### config.mk
export PLATFORM = sky130hd
export DESIGN_NAME = pevg_regs
export DESIGN_NICKNAME = d
export VERILOG_FILES = /design/src/rtl/pevg_pkg.sv /design/src/rtl/pevg_regs.sv
export SDC_FILE = /design/constraint.sdc
export NUM_CORES = 1
export LEC_CHECK = 0
export ABC_AREA = 1
export BUFFER_PORTS_ARGS = -buffer_cell sky130_fd_sc_hd__buf_2
export CAP_MARGIN = 40
export CORE_ASPECT_RATIO = 0.6
export CORE_MARGIN = 2
export CORE_UTILIZATION = 60
export CTS_BUF_LIST = sky130_fd_sc_hd__clkbuf_8 sky130_fd_sc_hd__clkbuf_16
export DETAILED_ROUTE_END_ITERATION = 8
export PLACE_DENSITY = 0.88
export SLEW_MARGIN = 20
export SYNTH_ARGS = -nofsm -noshare
export SYNTH_HDL_FRONTEND = slang
export SYNTH_SLANG_ARGS = --single-unit
### constraint.sdc
create_clock -name i_clk -period 4.05 [get_ports i_clk]
set_clock_uncertainty 0.15 [all_clocks]
set_input_delay 0.2025 -clock i_clk [delete_from_list [all_inputs] [get_ports i_clk]]
set_output_delay 0.2025 -clock i_clk [all_outputs]
set_load 0.01 [all_outputs]
### src/rtl/pevg_pkg.sv
// Purpose: Shared constants and carriers of the page, event and pin logic.
// Assumes: 100 MHz system clock, 8-bit registers, 10-bit full addresses.
// Notes:   Full address is the page base plus the in-page offset.
package pevg_pkg;
  localparam int unsigned CLK_PERIOD_NS = 10;
  // Register full addresses.
  localparam logic [9:0] ADDR_PAGE_P0  = 10'h000;
  localparam logic [9:0] ADDR_PAGE_P1  = 10'h080;
  localparam logic [9:0] ADDR_PAGE_P2  = 10'h100;
  localparam logic [9:0] ADDR_PAGE_P4  = 10'h200;
  localparam logic [9:0] ADDR_STAT_IN  = 10'h050;
  localparam logic [9:0] ADDR_STAT_SUP = 10'h051;
  localparam logic [9:0] ADDR_EVT_LO   = 10'h052;
  localparam logic [9:0] ADDR_EVT_HI   = 10'h053;
  localparam logic [9:0] ADDR_MSK_LO   = 10'h054;
  localparam logic [9:0] ADDR_MSK_HI   = 10'h055;
  localparam logic [9:0] ADDR_CTRL     = 10'h056;
  localparam logic [9:0] ADDR_CFG01    = 10'h058;
  localparam logic [9:0] ADDR_CFG23    = 10'h059;
  localparam logic [9:0] ADDR_CFG4     = 10'h05a;
  localparam logic [9:0] ADDR_LOCK_LO  = 10'h0d0;
  localparam logic [9:0] ADDR_LOCK_HI  = 10'h14f;
  // Field positions and writable-bit masks.
  localparam int unsigned PG_AUTO_BIT  = 7;
  localparam int unsigned PG_WMODE_BIT = 6;
  localparam int unsigned LOCK_BIT     = 7;
  localparam logic [7:0] PG_WMASK     = 8'hc7;
  localparam logic [7:0] MSK_LO_WMASK = 8'h5f;
  localparam logic [7:0] MSK_HI_WMASK = 8'h3f;
  localparam logic [7:0] CFG4_WMASK   = 8'h0f;
  localparam logic [7:0] REG_RESET    = 8'h00;
  // Pin function codes.
  localparam logic [1:0] FN_INPUT = 2'h0;
  localparam logic [1:0] FN_TRACK = 2'h1;
  localparam logic [1:0] FN_OPEN  = 2'h2;
  localparam logic [1:0] FN_PUSH  = 2'h3;
  // Step periods of a dynamic voltage change, codes 00 to 11.
  localparam int unsigned SLEW_T0_NS = 4000;
  localparam int unsigned SLEW_T1_NS = 2000;
  localparam int unsigned SLEW_T2_NS = 1000;
  localparam int unsigned SLEW_T3_NS = 500;
  // Debounce times, counted in ticks of the base debounce period.
  localparam int unsigned DB_TICK_US = 100;
  localparam int unsigned DB_TICK_CYCLES = DB_TICK_US * 1000 / CLK_PERIOD_NS;
  localparam int unsigned DB_T1_US = 100;
  localparam int unsigned DB_T2_US = 1000;
  localparam int unsigned DB_T3_US = 10000;
  localparam int unsigned DB_T4_US = 50000;
  localparam int unsigned DB_T5_US = 250000;
  localparam int unsigned DB_T6_US = 500000;
  localparam int unsigned DB_T7_US = 1000000;

  typedef struct packed {
    logic [1:0] ramp_ready;   // Rail B, rail A.
    logic [1:0] overcurrent;  // Rail B, rail A.
    logic       thermal_shutdown_flag;
    logic       thermal_warning;
    logic [1:0] in_range;     // Rail B, rail A.
  } pevg_supply_t;

  typedef struct packed {
    logic       valid;
    logic       write;
    logic       burst;
    logic       done;
    logic [7:0] addr;
    logic [7:0] wdata;
  } pevg_acc_t;
endpackage : pevg_pkg

### src/rtl/pevg_regs.sv
// Purpose: Page selection, live status, events with masks, lock, step
//          rate and debounce timing, and general pin control.
// Assumes: Serial front end delivers decoded byte accesses on i_acc.
// Notes:   Reads answer two cycles after the access.
`timescale 1ns/1ns
module pevg_regs
  import pevg_pkg::*;
#(
  parameter int unsigned DB_TICK_LEN = DB_TICK_CYCLES
) (
  // Clock and reset.
  input  wire logic         i_clk,
  input  wire logic         i_rst_n,
  // Register access from the serial front end.
  input  wire pevg_acc_t    i_acc,
  input  wire logic         i_if_four_wire,
  output logic [7:0]        o_rdata,
  output logic              o_rvalid,
  // Registers held outside this block.
  output logic              o_ext_wr,
  output logic              o_ext_rd,
  output logic [9:0]        o_ext_addr,
  output logic [7:0]        o_ext_wdata,
  input  wire logic [7:0]   i_ext_rdata,
  // Monitored signals.
  input  wire pevg_supply_t i_supply,
  input  wire logic         i_io_supply_undervoltage,
  // General pins; index 1:0 of the bidir group is pin 3:2.
  input  wire logic [4:0]   i_pin_in,
  output logic [1:0]        o_bidir_out,
  output logic [1:0]        o_bidir_oe,
  output logic              o_track_enable,
  output logic [1:0]        o_rail_step_tick,
  output logic              o_interrupt_out_n
);
  localparam int unsigned SYNC_W = 14;

  function automatic logic [13:0] db_limit(input logic [2:0] code);
    unique case (code)
      3'h0: db_limit = 14'h0;
      3'h1: db_limit = 14'(DB_T1_US / DB_TICK_US);
      3'h2: db_limit = 14'(DB_T2_US / DB_TICK_US);
      3'h3: db_limit = 14'(DB_T3_US / DB_TICK_US);
      3'h4: db_limit = 14'(DB_T4_US / DB_TICK_US);
      3'h5: db_limit = 14'(DB_T5_US / DB_TICK_US);
      3'h6: db_limit = 14'(DB_T6_US / DB_TICK_US);
      3'h7: db_limit = 14'(DB_T7_US / DB_TICK_US);
    endcase
  endfunction

  function automatic logic [8:0] slew_limit(input logic [1:0] code);
    unique case (code)
      2'h0: slew_limit = 9'(SLEW_T0_NS / CLK_PERIOD_NS);
      2'h1: slew_limit = 9'(SLEW_T1_NS / CLK_PERIOD_NS);
      2'h2: slew_limit = 9'(SLEW_T2_NS / CLK_PERIOD_NS);
      2'h3: slew_limit = 9'(SLEW_T3_NS / CLK_PERIOD_NS);
    endcase
  endfunction

  logic [7:0]        page_ff;
  logic [7:0]        msk_lo_ff;
  logic [7:0]        msk_hi_ff;
  logic [7:0]        ctrl_ff;
  logic [7:0]        cfg01_ff;
  logic [7:0]        cfg23_ff;
  logic [7:0]        cfg4_ff;
  logic [7:0]        evt_lo_ff;
  logic [7:0]        evt_hi_ff;
  logic [7:0]        pend_lo_ff;
  logic [7:0]        pend_hi_ff;
  logic [7:0]        ptr_ff;
  logic [SYNC_W-1:0] sync1_ff;
  logic [SYNC_W-1:0] sync2_ff;
  logic [7:0]        sup_prev_ff;
  logic              uv_prev_ff;
  logic [4:0]        act_prev_ff;
  logic [4:0]        lvl_ff;
  logic [13:0]       tick_cnt_ff;
  logic              db_tick_ff;
  logic              rd_pend_ff;
  logic              rd_ext_ff;
  logic [7:0]        rd_loc_ff;
  logic [7:0]        offs;
  logic [9:0]        full_addr;
  logic              addr_ok;
  logic              wr_ok;
  logic              locked;
  logic [7:0]        rd_mux;
  logic              rd_local;
  logic [4:0]        pin_mode;
  logic [4:0]        pin_type;
  logic [4:0]        pin_is_in;
  logic [4:0]        pin_act;
  logic [7:0]        new_lo;
  logic [7:0]        new_hi;
  logic [7:0]        clr_lo;
  logic [7:0]        clr_hi;
  pevg_supply_t      sup;
  logic              uv;

  ////////////////////////////////////////////////////////////////////////////
  // Address forming and page decoding.
  always_comb begin
    // Outside four-wire mode, repeated mode carries a fresh address with every byte.
    offs = (i_acc.burst && (i_if_four_wire || !page_ff[PG_WMODE_BIT])) ?
           8'(ptr_ff + 8'h01) : i_acc.addr;
    addr_ok   = 1'b1;
    full_addr = {3'h0, offs[6:0]};
    if (!i_if_four_wire) begin
      unique case (page_ff[2:1])
        2'h0: full_addr = {2'h0, offs};
        2'h1: full_addr = {3'h2, offs[6:0]};
        2'h2: full_addr = {3'h4, offs[6:0]};
        2'h3: addr_ok = 1'b0;
      endcase
    end else begin
      unique case (page_ff[2:0])
        3'h0: full_addr = {3'h0, offs[6:0]};
        3'h1: full_addr = {3'h1, offs[6:0]};
        3'h2: full_addr = {3'h2, offs[6:0]};
        3'h4: full_addr = {3'h4, offs[6:0]};
        default: addr_ok = 1'b0;
      endcase
    end
  end

  assign locked = ctrl_ff[LOCK_BIT] && (full_addr >= ADDR_LOCK_LO) &&
                  (full_addr <= ADDR_LOCK_HI) &&
                  (full_addr != ADDR_PAGE_P2);
  assign wr_ok  = i_acc.valid && i_acc.write && addr_ok && !locked;

  always_ff @(posedge i_clk) begin
    if (!i_rst_n) begin
      ptr_ff <= 8'h00;
    end else if (i_acc.valid) begin
      ptr_ff <= offs;
    end
  end

  ////////////////////////////////////////////////////////////////////////////
  // Page control register.
  always_ff @(posedge i_clk) begin
    if (!i_rst_n) begin
      page_ff <= REG_RESET;
    end else if (i_acc.done && page_ff[PG_AUTO_BIT]) begin
      page_ff <= {page_ff[7:3], 3'h0};
    end else if (wr_ok && full_addr[6:0] == 7'h00 &&
                 (full_addr == ADDR_PAGE_P0 || full_addr == ADDR_PAGE_P1 ||
                  full_addr == ADDR_PAGE_P2 || full_addr == ADDR_PAGE_P4)) begin
      page_ff <= i_acc.wdata & PG_WMASK;
    end
  end

  ////////////////////////////////////////////////////////////////////////////
  // Control and configuration registers.
  always_ff @(posedge i_clk) begin
    if (!i_rst_n) begin
      msk_lo_ff <= REG_RESET;
      msk_hi_ff <= REG_RESET;
      ctrl_ff   <= REG_RESET;
      cfg01_ff  <= REG_RESET;
      cfg23_ff  <= REG_RESET;
      cfg4_ff   <= REG_RESET;
    end else if (wr_ok) begin
      unique case (full_addr)
        ADDR_MSK_LO: msk_lo_ff <= i_acc.wdata & MSK_LO_WMASK;
        ADDR_MSK_HI: msk_hi_ff <= i_acc.wdata & MSK_HI_WMASK;
        ADDR_CTRL:   ctrl_ff   <= i_acc.wdata;
        ADDR_CFG01:  cfg01_ff  <= i_acc.wdata;
        ADDR_CFG23:  cfg23_ff  <= i_acc.wdata;
        ADDR_CFG4:   cfg4_ff   <= i_acc.wdata & CFG4_WMASK;
        default: ;
      endcase
    end
  end

  ////////////////////////////////////////////////////////////////////////////
  // Read path and outside registers; two cycles for every read.
  always_comb begin
    rd_local = 1'b1;
    rd_mux   = 8'h00;
    unique case (full_addr)
      ADDR_PAGE_P0, ADDR_PAGE_P1,
      ADDR_PAGE_P2, ADDR_PAGE_P4: rd_mux = page_ff;
      ADDR_STAT_IN:  rd_mux = {3'h0, lvl_ff};
      ADDR_STAT_SUP: rd_mux = sup;
      ADDR_EVT_LO:   rd_mux = evt_lo_ff;
      ADDR_EVT_HI:   rd_mux = evt_hi_ff;
      ADDR_MSK_LO:   rd_mux = msk_lo_ff;
      ADDR_MSK_HI:   rd_mux = msk_hi_ff;
      ADDR_CTRL:     rd_mux = ctrl_ff;
      ADDR_CFG01:    rd_mux = cfg01_ff;
      ADDR_CFG23:    rd_mux = cfg23_ff;
      ADDR_CFG4:     rd_mux = cfg4_ff;
      default:       rd_local = 1'b0;
    endcase
  end

  always_ff @(posedge i_clk) begin
    if (!i_rst_n) begin
      o_ext_wr    <= 1'b0;
      o_ext_rd    <= 1'b0;
      o_ext_addr  <= 10'h000;
      o_ext_wdata <= 8'h00;
      rd_pend_ff  <= 1'b0;
      rd_ext_ff   <= 1'b0;
      rd_loc_ff   <= 8'h00;
      o_rdata     <= 8'h00;
      o_rvalid    <= 1'b0;
    end else begin
      o_ext_wr    <= wr_ok && !rd_local;
      o_ext_rd    <= i_acc.valid && !i_acc.write && addr_ok && !rd_local;
      o_ext_addr  <= full_addr;
      o_ext_wdata <= i_acc.wdata;
      rd_pend_ff  <= i_acc.valid && !i_acc.write;
      rd_ext_ff   <= addr_ok && !rd_local;
      rd_loc_ff   <= addr_ok ? rd_mux : 8'h00;
      o_rvalid    <= rd_pend_ff;
      if (rd_pend_ff) begin
        o_rdata <= rd_ext_ff ? i_ext_rdata : rd_loc_ff;
      end
    end
  end

  ////////////////////////////////////////////////////////////////////////////
  // Input synchronisers; stage one feeds stage two only.
  always_ff @(posedge i_clk) begin
    if (!i_rst_n) begin
      sync1_ff <= '0;
      sync2_ff <= '0;
    end else begin
      sync1_ff <= {i_supply, i_io_supply_undervoltage, i_pin_in};
      sync2_ff <= sync1_ff;
    end
  end

  assign sup = pevg_supply_t'(sync2_ff[13:6]);
  assign uv  = sync2_ff[5];

  ////////////////////////////////////////////////////////////////////////////
  // Debounce base tick and per-pin filters.
  always_ff @(posedge i_clk) begin
    if (!i_rst_n) begin
      tick_cnt_ff <= 14'h0;
      db_tick_ff  <= 1'b0;
    end else begin
      db_tick_ff  <= (tick_cnt_ff == 14'(DB_TICK_LEN - 1));
      tick_cnt_ff <= (tick_cnt_ff == 14'(DB_TICK_LEN - 1)) ? 14'h0 :
                     14'(tick_cnt_ff + 14'h1);
    end
  end

  assign pin_mode  = {cfg4_ff[3], cfg23_ff[7], cfg23_ff[3],
                      cfg01_ff[7], cfg01_ff[3]};
  assign pin_type  = {cfg4_ff[2], cfg23_ff[6], cfg23_ff[2],
                      cfg01_ff[6], cfg01_ff[2]};
  assign pin_is_in = {1'b1, cfg23_ff[5:4] == FN_INPUT,
                      cfg23_ff[1:0] == FN_INPUT, 1'b1, 1'b1};
  assign pin_act   = ~(lvl_ff ^ pin_type);

  genvar g;
  generate
    for (g = 0; g < 5; g++) begin : g_pin
      logic [13:0] cnt_ff;
      logic        filt;
      // Output pins never filter their read-back level.
      assign filt = pin_mode[g] && pin_is_in[g] &&
                    (ctrl_ff[2:0] != 3'h0);
      always_ff @(posedge i_clk) begin
        if (!i_rst_n) begin
          cnt_ff    <= 14'h0;
          lvl_ff[g] <= 1'b0;
        end else if (sync2_ff[g] == lvl_ff[g]) begin
          cnt_ff <= 14'h0;
        end else if (!filt) begin
          lvl_ff[g] <= sync2_ff[g];
        end else if (db_tick_ff) begin
          if (14'(cnt_ff + 14'h1) >= db_limit(ctrl_ff[2:0])) begin
            lvl_ff[g] <= sync2_ff[g];
            cnt_ff    <= 14'h0;
          end else begin
            cnt_ff <= 14'(cnt_ff + 14'h1);
          end
        end
      end
    end
  endgenerate

  ////////////////////////////////////////////////////////////////////////////
  // Pin drivers.
  always_ff @(posedge i_clk) begin
    if (!i_rst_n) begin
      o_bidir_out    <= 2'h0;
      o_bidir_oe     <= 2'h0;
      o_track_enable <= 1'b0;
    end else begin
      for (int i = 0; i < 2; i++) begin
        logic [1:0] fn;
        logic       lv;
        fn = i[0] ? cfg23_ff[5:4] : cfg23_ff[1:0];
        lv = ~(pin_mode[i+2] ^ pin_type[i+2]);
        unique case (fn)
          FN_OPEN: begin
            o_bidir_out[i] <= 1'b0;
            o_bidir_oe[i]  <= !lv;
          end
          FN_PUSH: begin
            o_bidir_out[i] <= lv;
            o_bidir_oe[i]  <= 1'b1;
          end
          default: begin
            o_bidir_out[i] <= 1'b0;
            o_bidir_oe[i]  <= 1'b0;
          end
        endcase
      end
      o_track_enable <= (cfg01_ff[1:0] == FN_TRACK) && pin_act[0];
    end
  end

  ////////////////////////////////////////////////////////////////////////////
  // Event detection, clearing and interrupt.
  assign new_lo = {1'b0, uv && !uv_prev_ff, 1'b0,
                   pin_act & ~act_prev_ff & pin_is_in};
  assign new_hi = {2'h0,
                   sup.overcurrent & ~sup_prev_ff[5:4] &
                   ~msk_hi_ff[5:4],
                   sup.thermal_shutdown_flag && !sup_prev_ff[3],
                   sup.thermal_warning && !sup_prev_ff[2],
                   ~sup.in_range & sup_prev_ff[1:0]};
  assign clr_lo = (wr_ok && full_addr == ADDR_EVT_LO) ? i_acc.wdata : 8'h00;
  assign clr_hi = (wr_ok && full_addr == ADDR_EVT_HI) ? i_acc.wdata : 8'h00;

  always_ff @(posedge i_clk) begin
    if (!i_rst_n) begin
      sup_prev_ff <= 8'h00;
      uv_prev_ff  <= 1'b0;
      // Pins read low at reset, which is active for the default polarity.
      // Starting from active keeps a false pin event from following reset.
      act_prev_ff <= '1;
    end else begin
      sup_prev_ff <= sup;
      uv_prev_ff  <= uv;
      act_prev_ff <= pin_act;
    end
  end

  always_ff @(posedge i_clk) begin
    if (!i_rst_n) begin
      evt_lo_ff  <= REG_RESET;
      evt_hi_ff  <= REG_RESET;
      pend_lo_ff <= REG_RESET;
      pend_hi_ff <= REG_RESET;
    end else begin
      // Events of a clearing cycle wait one cycle, so the clear cannot eat
      // them.
      evt_lo_ff  <= (evt_lo_ff & ~clr_lo) | pend_lo_ff |
                    ((clr_lo != 8'h00) ? 8'h00 : new_lo);
      evt_hi_ff  <= (evt_hi_ff & ~clr_hi) | pend_hi_ff |
                    ((clr_hi != 8'h00) ? 8'h00 : new_hi);
      pend_lo_ff <= (clr_lo != 8'h00) ? new_lo : 8'h00;
      pend_hi_ff <= (clr_hi != 8'h00) ? new_hi : 8'h00;
    end
  end

  always_ff @(posedge i_clk) begin
    if (!i_rst_n) begin
      o_interrupt_out_n <= 1'b1;
    end else begin
      o_interrupt_out_n <= !(|(evt_lo_ff & ~msk_lo_ff) ||
                             |(evt_hi_ff & ~msk_hi_ff));
    end
  end

  ////////////////////////////////////////////////////////////////////////////
  // Voltage step timing per rail, running while the rail ramps.
  generate
    for (g = 0; g < 2; g++) begin : g_rail
      logic [8:0] cnt_ff;
      logic [1:0] code;
      assign code = g ? ctrl_ff[6:5] : ctrl_ff[4:3];
      always_ff @(posedge i_clk) begin
        if (!i_rst_n || sup.ramp_ready[g]) begin
          cnt_ff              <= 9'h0;
          o_rail_step_tick[g] <= 1'b0;
        end else if (cnt_ff >= 9'(slew_limit(code) - 9'h1)) begin
          cnt_ff              <= 9'h0;
          o_rail_step_tick[g] <= 1'b1;
        end else begin
          cnt_ff              <= 9'(cnt_ff + 9'h1);
          o_rail_step_tick[g] <= 1'b0;
        end
      end
    end
  endgenerate
endmodule : pevg_regs

* Word level (Yosys, flattened, before mapping)
Memory sizes are Yosys's and may differ from the RTL's. A register that Yosys moved wholly into a read port is not among the register bits. Index checks and enable logic that the tools add are counted.
Operators by class: $add $sub $neg 11, multipliers 0, divide/modulo/power cells 0, order comparisons 9, eq/ne operators 47, shifts and indexed selects 0, mux-type cells 72, bitwise logic cells 34, reductions and logical operators 91
Operator list (count):
- two-way mux 14 bit | 25
- == test 10 x 7 -> 1 bit, second input constant | 10
- one-hot mux 8 bit (11 select lines) | 1
- adder 14 x 1 -> 14 bit, second input constant | 6
- one-hot mux 9 bit (4 select lines) | 2
- greater-or-equal comparator 14 bit | 5
- one-hot mux 10 bit (3 select lines) | 2
- AND reduction 2 bit | 17
- bitwise AND 8 bit | 4
- two-way mux 8 bit | 4
- two-way mux 3 bit | 10
- logical AND 1 bit | 28
- two-way mux 1 bit | 21
- == test 2 bit, second input constant | 10
- adder 9 x 1 -> 9 bit, second input constant | 2
- greater-or-equal comparator 9 bit | 2
- two-way mux 9 bit | 2
- OR reduction 2 bit | 9
- subtractor 9 x 1 -> 9 bit, second input constant | 2
- inverter 8 bit | 2
- bitwise OR 8 bit | 2
- nonzero test 8 bit | 2
- OR reduction 8 bit | 2
- AND reduction 3 bit | 5
- 39 further kinds | 89
Storage, ports and cells: register bits 280, bits in latches 0, RAM bits 0, memory bits (read-only) 560, input port bits 45, output and inout port bits 37, word-level logic and storage cells 319, memories kept 5
Memories:
- (no name shown) | words 8, width 14, rd ports 1, clocked after memory_dff 1, write ports 0, RTL line pevg_regs.sv:39 | unique case (code)
- (no name shown) | words 8, width 14, rd ports 1, clocked after memory_dff 1, write ports 0, RTL line pevg_regs.sv:39
- (no name shown) | words 8, width 14, rd ports 1, clocked after memory_dff 1, write ports 0, RTL line pevg_regs.sv:39
- (no name shown) | words 8, width 14, rd ports 1, clocked after memory_dff 1, write ports 0, RTL line pevg_regs.sv:39
- (no name shown) | words 8, width 14, rd ports 1, clocked after memory_dff 1, write ports 0, RTL line pevg_regs.sv:39

* Depth between registers and ports, before layout
depth after elaboration 18, gate-level depth with buffers 23, depth with buffers taken out 22

* Worst setup path before layout
Ideal clock, no wire load.
kind register to register, start reg g_pin[4].cnt_ff[0], end reg g_pin[4].cnt_ff[13], setup time 0.072 ns, arrival time 2.869 ns, data required time 3.828 ns, path slack 0.959 ns, stages on the path, launching flop included 21, path buffers 1, period minus slack after synthesis 3.091 ns, cell sequence dfxtp_1 > ha_1 > nand2_1 > nor2_1 > nand4_1 > nor2_1 > nand2_1 > nor2_1 > nand3_1 > xor2_1 > inv_1 > ha_1 > nand2_1 > nor2_1 > nand2_1 > o211a_1 > nand3_1 > nor2_1 > clkbuf_1 > nand2_1 > a21oi_1
On the way: word-level cells in the longest chain between the ends 3
RTL lines:
- start: declaration | RTL line pevg_regs.sv:264 | logic [13:0] cnt_ff;
- start signal: assignment | RTL line pevg_regs.sv:282 | cnt_ff <= 14'(cnt_ff + 14'h1);
- adder 14 x 1 -> 14 bit * | RTL line pevg_regs.sv:278, pevg_regs.sv:282
- greater-or-equal comparator 14 bit | RTL line pevg_regs.sv:278 | if (14'(cnt_ff + 14'h1) >= db_limit(ctrl_ff[2:0])) begin
- two-way mux 14 bit * | RTL line pevg_regs.sv:278
Mark *: on every way between the ends. The rest lies on a longest branch, timed or not. A chain may end at the register's enable or synchronous reset.

* Worst setup path after layout
start reg g_pin[4].cnt_ff[0], end reg g_pin[4].cnt_ff[11]
The elaborated chain is that of the path after synthesis.

==> flow_summary.yaml <==
timing:
  rsz0062_at_grt: "no"
  tns_ps: 0
  slew_headroom_pct: 51.5
  min_period_ps: 3480
  finalSetupViolCount: 0
  drv_slew: 0
  holdWs_ps: 25.7
  fmax_mhz: 288
  hold_viol: 0
  worstMarginPinSlew_ps: 719
  min_period_over_period_pct: 85.9
synth:
  synthesis.nets: 2120
  async_flop_share_pct: 0
  synth-seq-cells: 288
  synth_edf_count: 0
  netlist_area_um2: 14600
  postSynthCellCount: 1963
  syn_avg_cell_area_um2: 7.43
  ys_types: 57
  synth-main-ff-cell: "dfxtp_1"
  ys_seq_area_share_pct: 39.5
  ys_warn_count: 0
cts:
  post_cts_buffers: 0
  cts.sinks: 288
  cts_buffers: 27
  cts_tree: "yes"
  cts_resized: 0
  cts_buffer_depth: 3
  clk_pin_slew_ps: 60
  clk_latency_ps: 560
  cts_max_level: 1
  root_buffer: "clkbuf_16"
grt:
  track_usage_pct: 30.4
  grt_max_degree: 72
  met3_usage_pct: 8.92
  grt_pass1_wl_um: 63000
  gr-max-usage-layer: "met1"
  grtUsageMet1_pct: 44.8
  grt_pass1_vias: 12600
  overflow: 0
  antenna_found_initial: 0
  grt_use_met2_pct: 44.2
finish:
  diodes: 0
  fin_util_pct: 69.8
  layout_common_cells: "nand2_1, inv_1, dfxtp_1"
  regArea_um2: 5770
  nNetsFinal: 2245
  final_common_cell: "nand2_1"
  final-instance-count-excl-fill: 2427
  fillCellCount: 1902
  multi_input_area_um2: 7450
  area_growth_pct: 14.8
  drive_gt1_share_pct: 9.17
critical_path:
  crit_start: "g_pin[4].cnt_ff[0]"
  worstSetupPathType: "register to register"
  r2r_setup_slack_ps: 570
  crit_fanout: 13
  r2r_end: "g_pin[4].cnt_ff[11]"
  r2r_cells: 20
  cp-start-kind: "register"
  endpoint_kind: "register"
  timing.rr.start: "g_pin[4].cnt_ff[0]"
  required_ps: 4330
  cp-endpoint: "g_pin[4].cnt_ff[11]"
  critPathArrivalTime_ps: 3760
die:
  start_util_pct: 60.8
  dieArea_um2: 25600
  fp.dieH_um: 125
  core-area_um2: 24000
  io_pins: 82
  dieWidth_um: 205
  rows: 44
drt:
  wl_per_cell_um: 16.1
  route.detailed.drc: 0
  drt_iter0_drc: 1475
  vias: 13500
  avgViaCountPerCell: 5.57
  antenna_left: 0
  first_pass_iters: 6
  wirelength_um: 39000
flow_run:
  drv_cap: 0
place:
  dp.cells: 2328
  routabilityCongestion: 1.00
  io_buffers: 81
  dp_hpwl_um: 28400
power:
  power_density_nw_per_um2: 358
  power_leakage_nw: 7.69
  vdd_drop_max_v: 0.000319
min_path:
  hp-class: "input port to register"
run_status:
  status: "finished, final reports clean"
==> sequential cells by signal, summed over array words and instances, names as in the netlist, 10 cells and up, named ones only <==
signal,flops
tick_cnt_ff,14
o_ext_addr,10
g_rail.cnt_ff,18
sync2_ff,14
g_pin.cnt_ff,70
sync1_ff,14
==> metal layers <==
metal | vias to the layer above | share of wire (%)
li1 | 6616 | -
met1 | 6223 | 46
met2 | 635 | 41
met3 | 54 | 12
met4 | 0 | 1.6
met5 | - | 0
==> repair_timing <==
item	in CTS	in global routing
endpoints found under the hold margin	95	0
hold buffers	52	0
endpoints found under the setup margin	0	0
==> how the worst min path moves through the flow <==
| stage | to | slack [ps] | start | depth (start not counted) |
|---|---|---|---|---|
| final | o_ext_addr[1] | 30 | i_acc[17] | 4 |
| after global routing | o_ext_addr[2] | 40 | i_acc[17] | 5 |
| after CTS | o_ext_addr[1] | 10 | i_acc[17] | 4 |
| after detailed placement | sync1_ff[9] | 240 | i_supply[3] | 3 |
| after global placement | sync1_ff[8] | 230 | i_supply[2] | 3 |
| after floorplan | sync1_ff[0] | 150 | i_pin_in[0] | 2 |
==> cell families after synthesis <==
group / synth area share, %
AO/OA/AOI/OAI: 14.0
XOR/XNOR: 4.14
buffers and inverters: 9.39
flip-flops: 39.5
adder cells (fa/ha/maj): 9.61
AND/OR/NAND/NOR: 23.3
==> where the power goes <==
| part | total [W] | switching (W) | internal [W] |
|---|---|---|---|
| Clock | 0.00272 | 0.00112 | 0.00160 |
| Combinational | 0.000348 | 0.000223 | 0.000125 |
| Sequential | 0.00292 | 0.0000386 | 0.00289 |
==> layout make-up <==
class | count | area share [%]
multi-input cells | 1318 | 44.5
repair buffers | 149 | 6.21
flip-flops and latches | 288 | 34.4
well taps | 322 | 2.41
inverters | 304 | 6.86
clock inverters | 15 | 1.23
clock buffers | 31 | 4.36
==> synthesized netlist by cell type, drive strengths merged (11+ instances only) <==
master,n,area [µm²]
a211oi,11,82.6
a21oi,175,887
a22oi,16,120
a31oi,12,75.1
buf,19,93.8
clkbuf,34,128
dfxtp,288,5770
ha,112,1400
inv,303,1140
nand2,410,1590
nand3,84,445
nand4,19,119
nor2,205,840
nor3,40,205
o211ai,11,97.6
o21ai,78,394
o22ai,11,68.8
xnor2,26,228
xor2,43,377
==> through the flow <==
stage	total power [W]	setup WS, ps	area, µm²
floorplan	0.00317	959	14600
global placement	0.00327	854	15300
detailed placement	0.00329	714	15300
CTS	0.00600	693	16700
global route	0.00617	208	16700
finish	0.00599	573	16700
==> worst max-delay path: stages, from the launching register on <==
cell and delay, ps:
dfxtp_1 460, ha_1 240, nand2_1 60, nor2_1 210, nand4_1 160, nor2_1 180
nand2_1 90, nor2_1 190, nand3_1 120, xor2_1 150, inv_1 70, ha_1 270
nand2_1 80, nor2_1 160, nand2_1 70, o211a_1 110, nand3_1 90, nor2_1 60
buf_4 210, a22oi_1 180, nor2_1 60
Power figures use the tool's default switching activity.
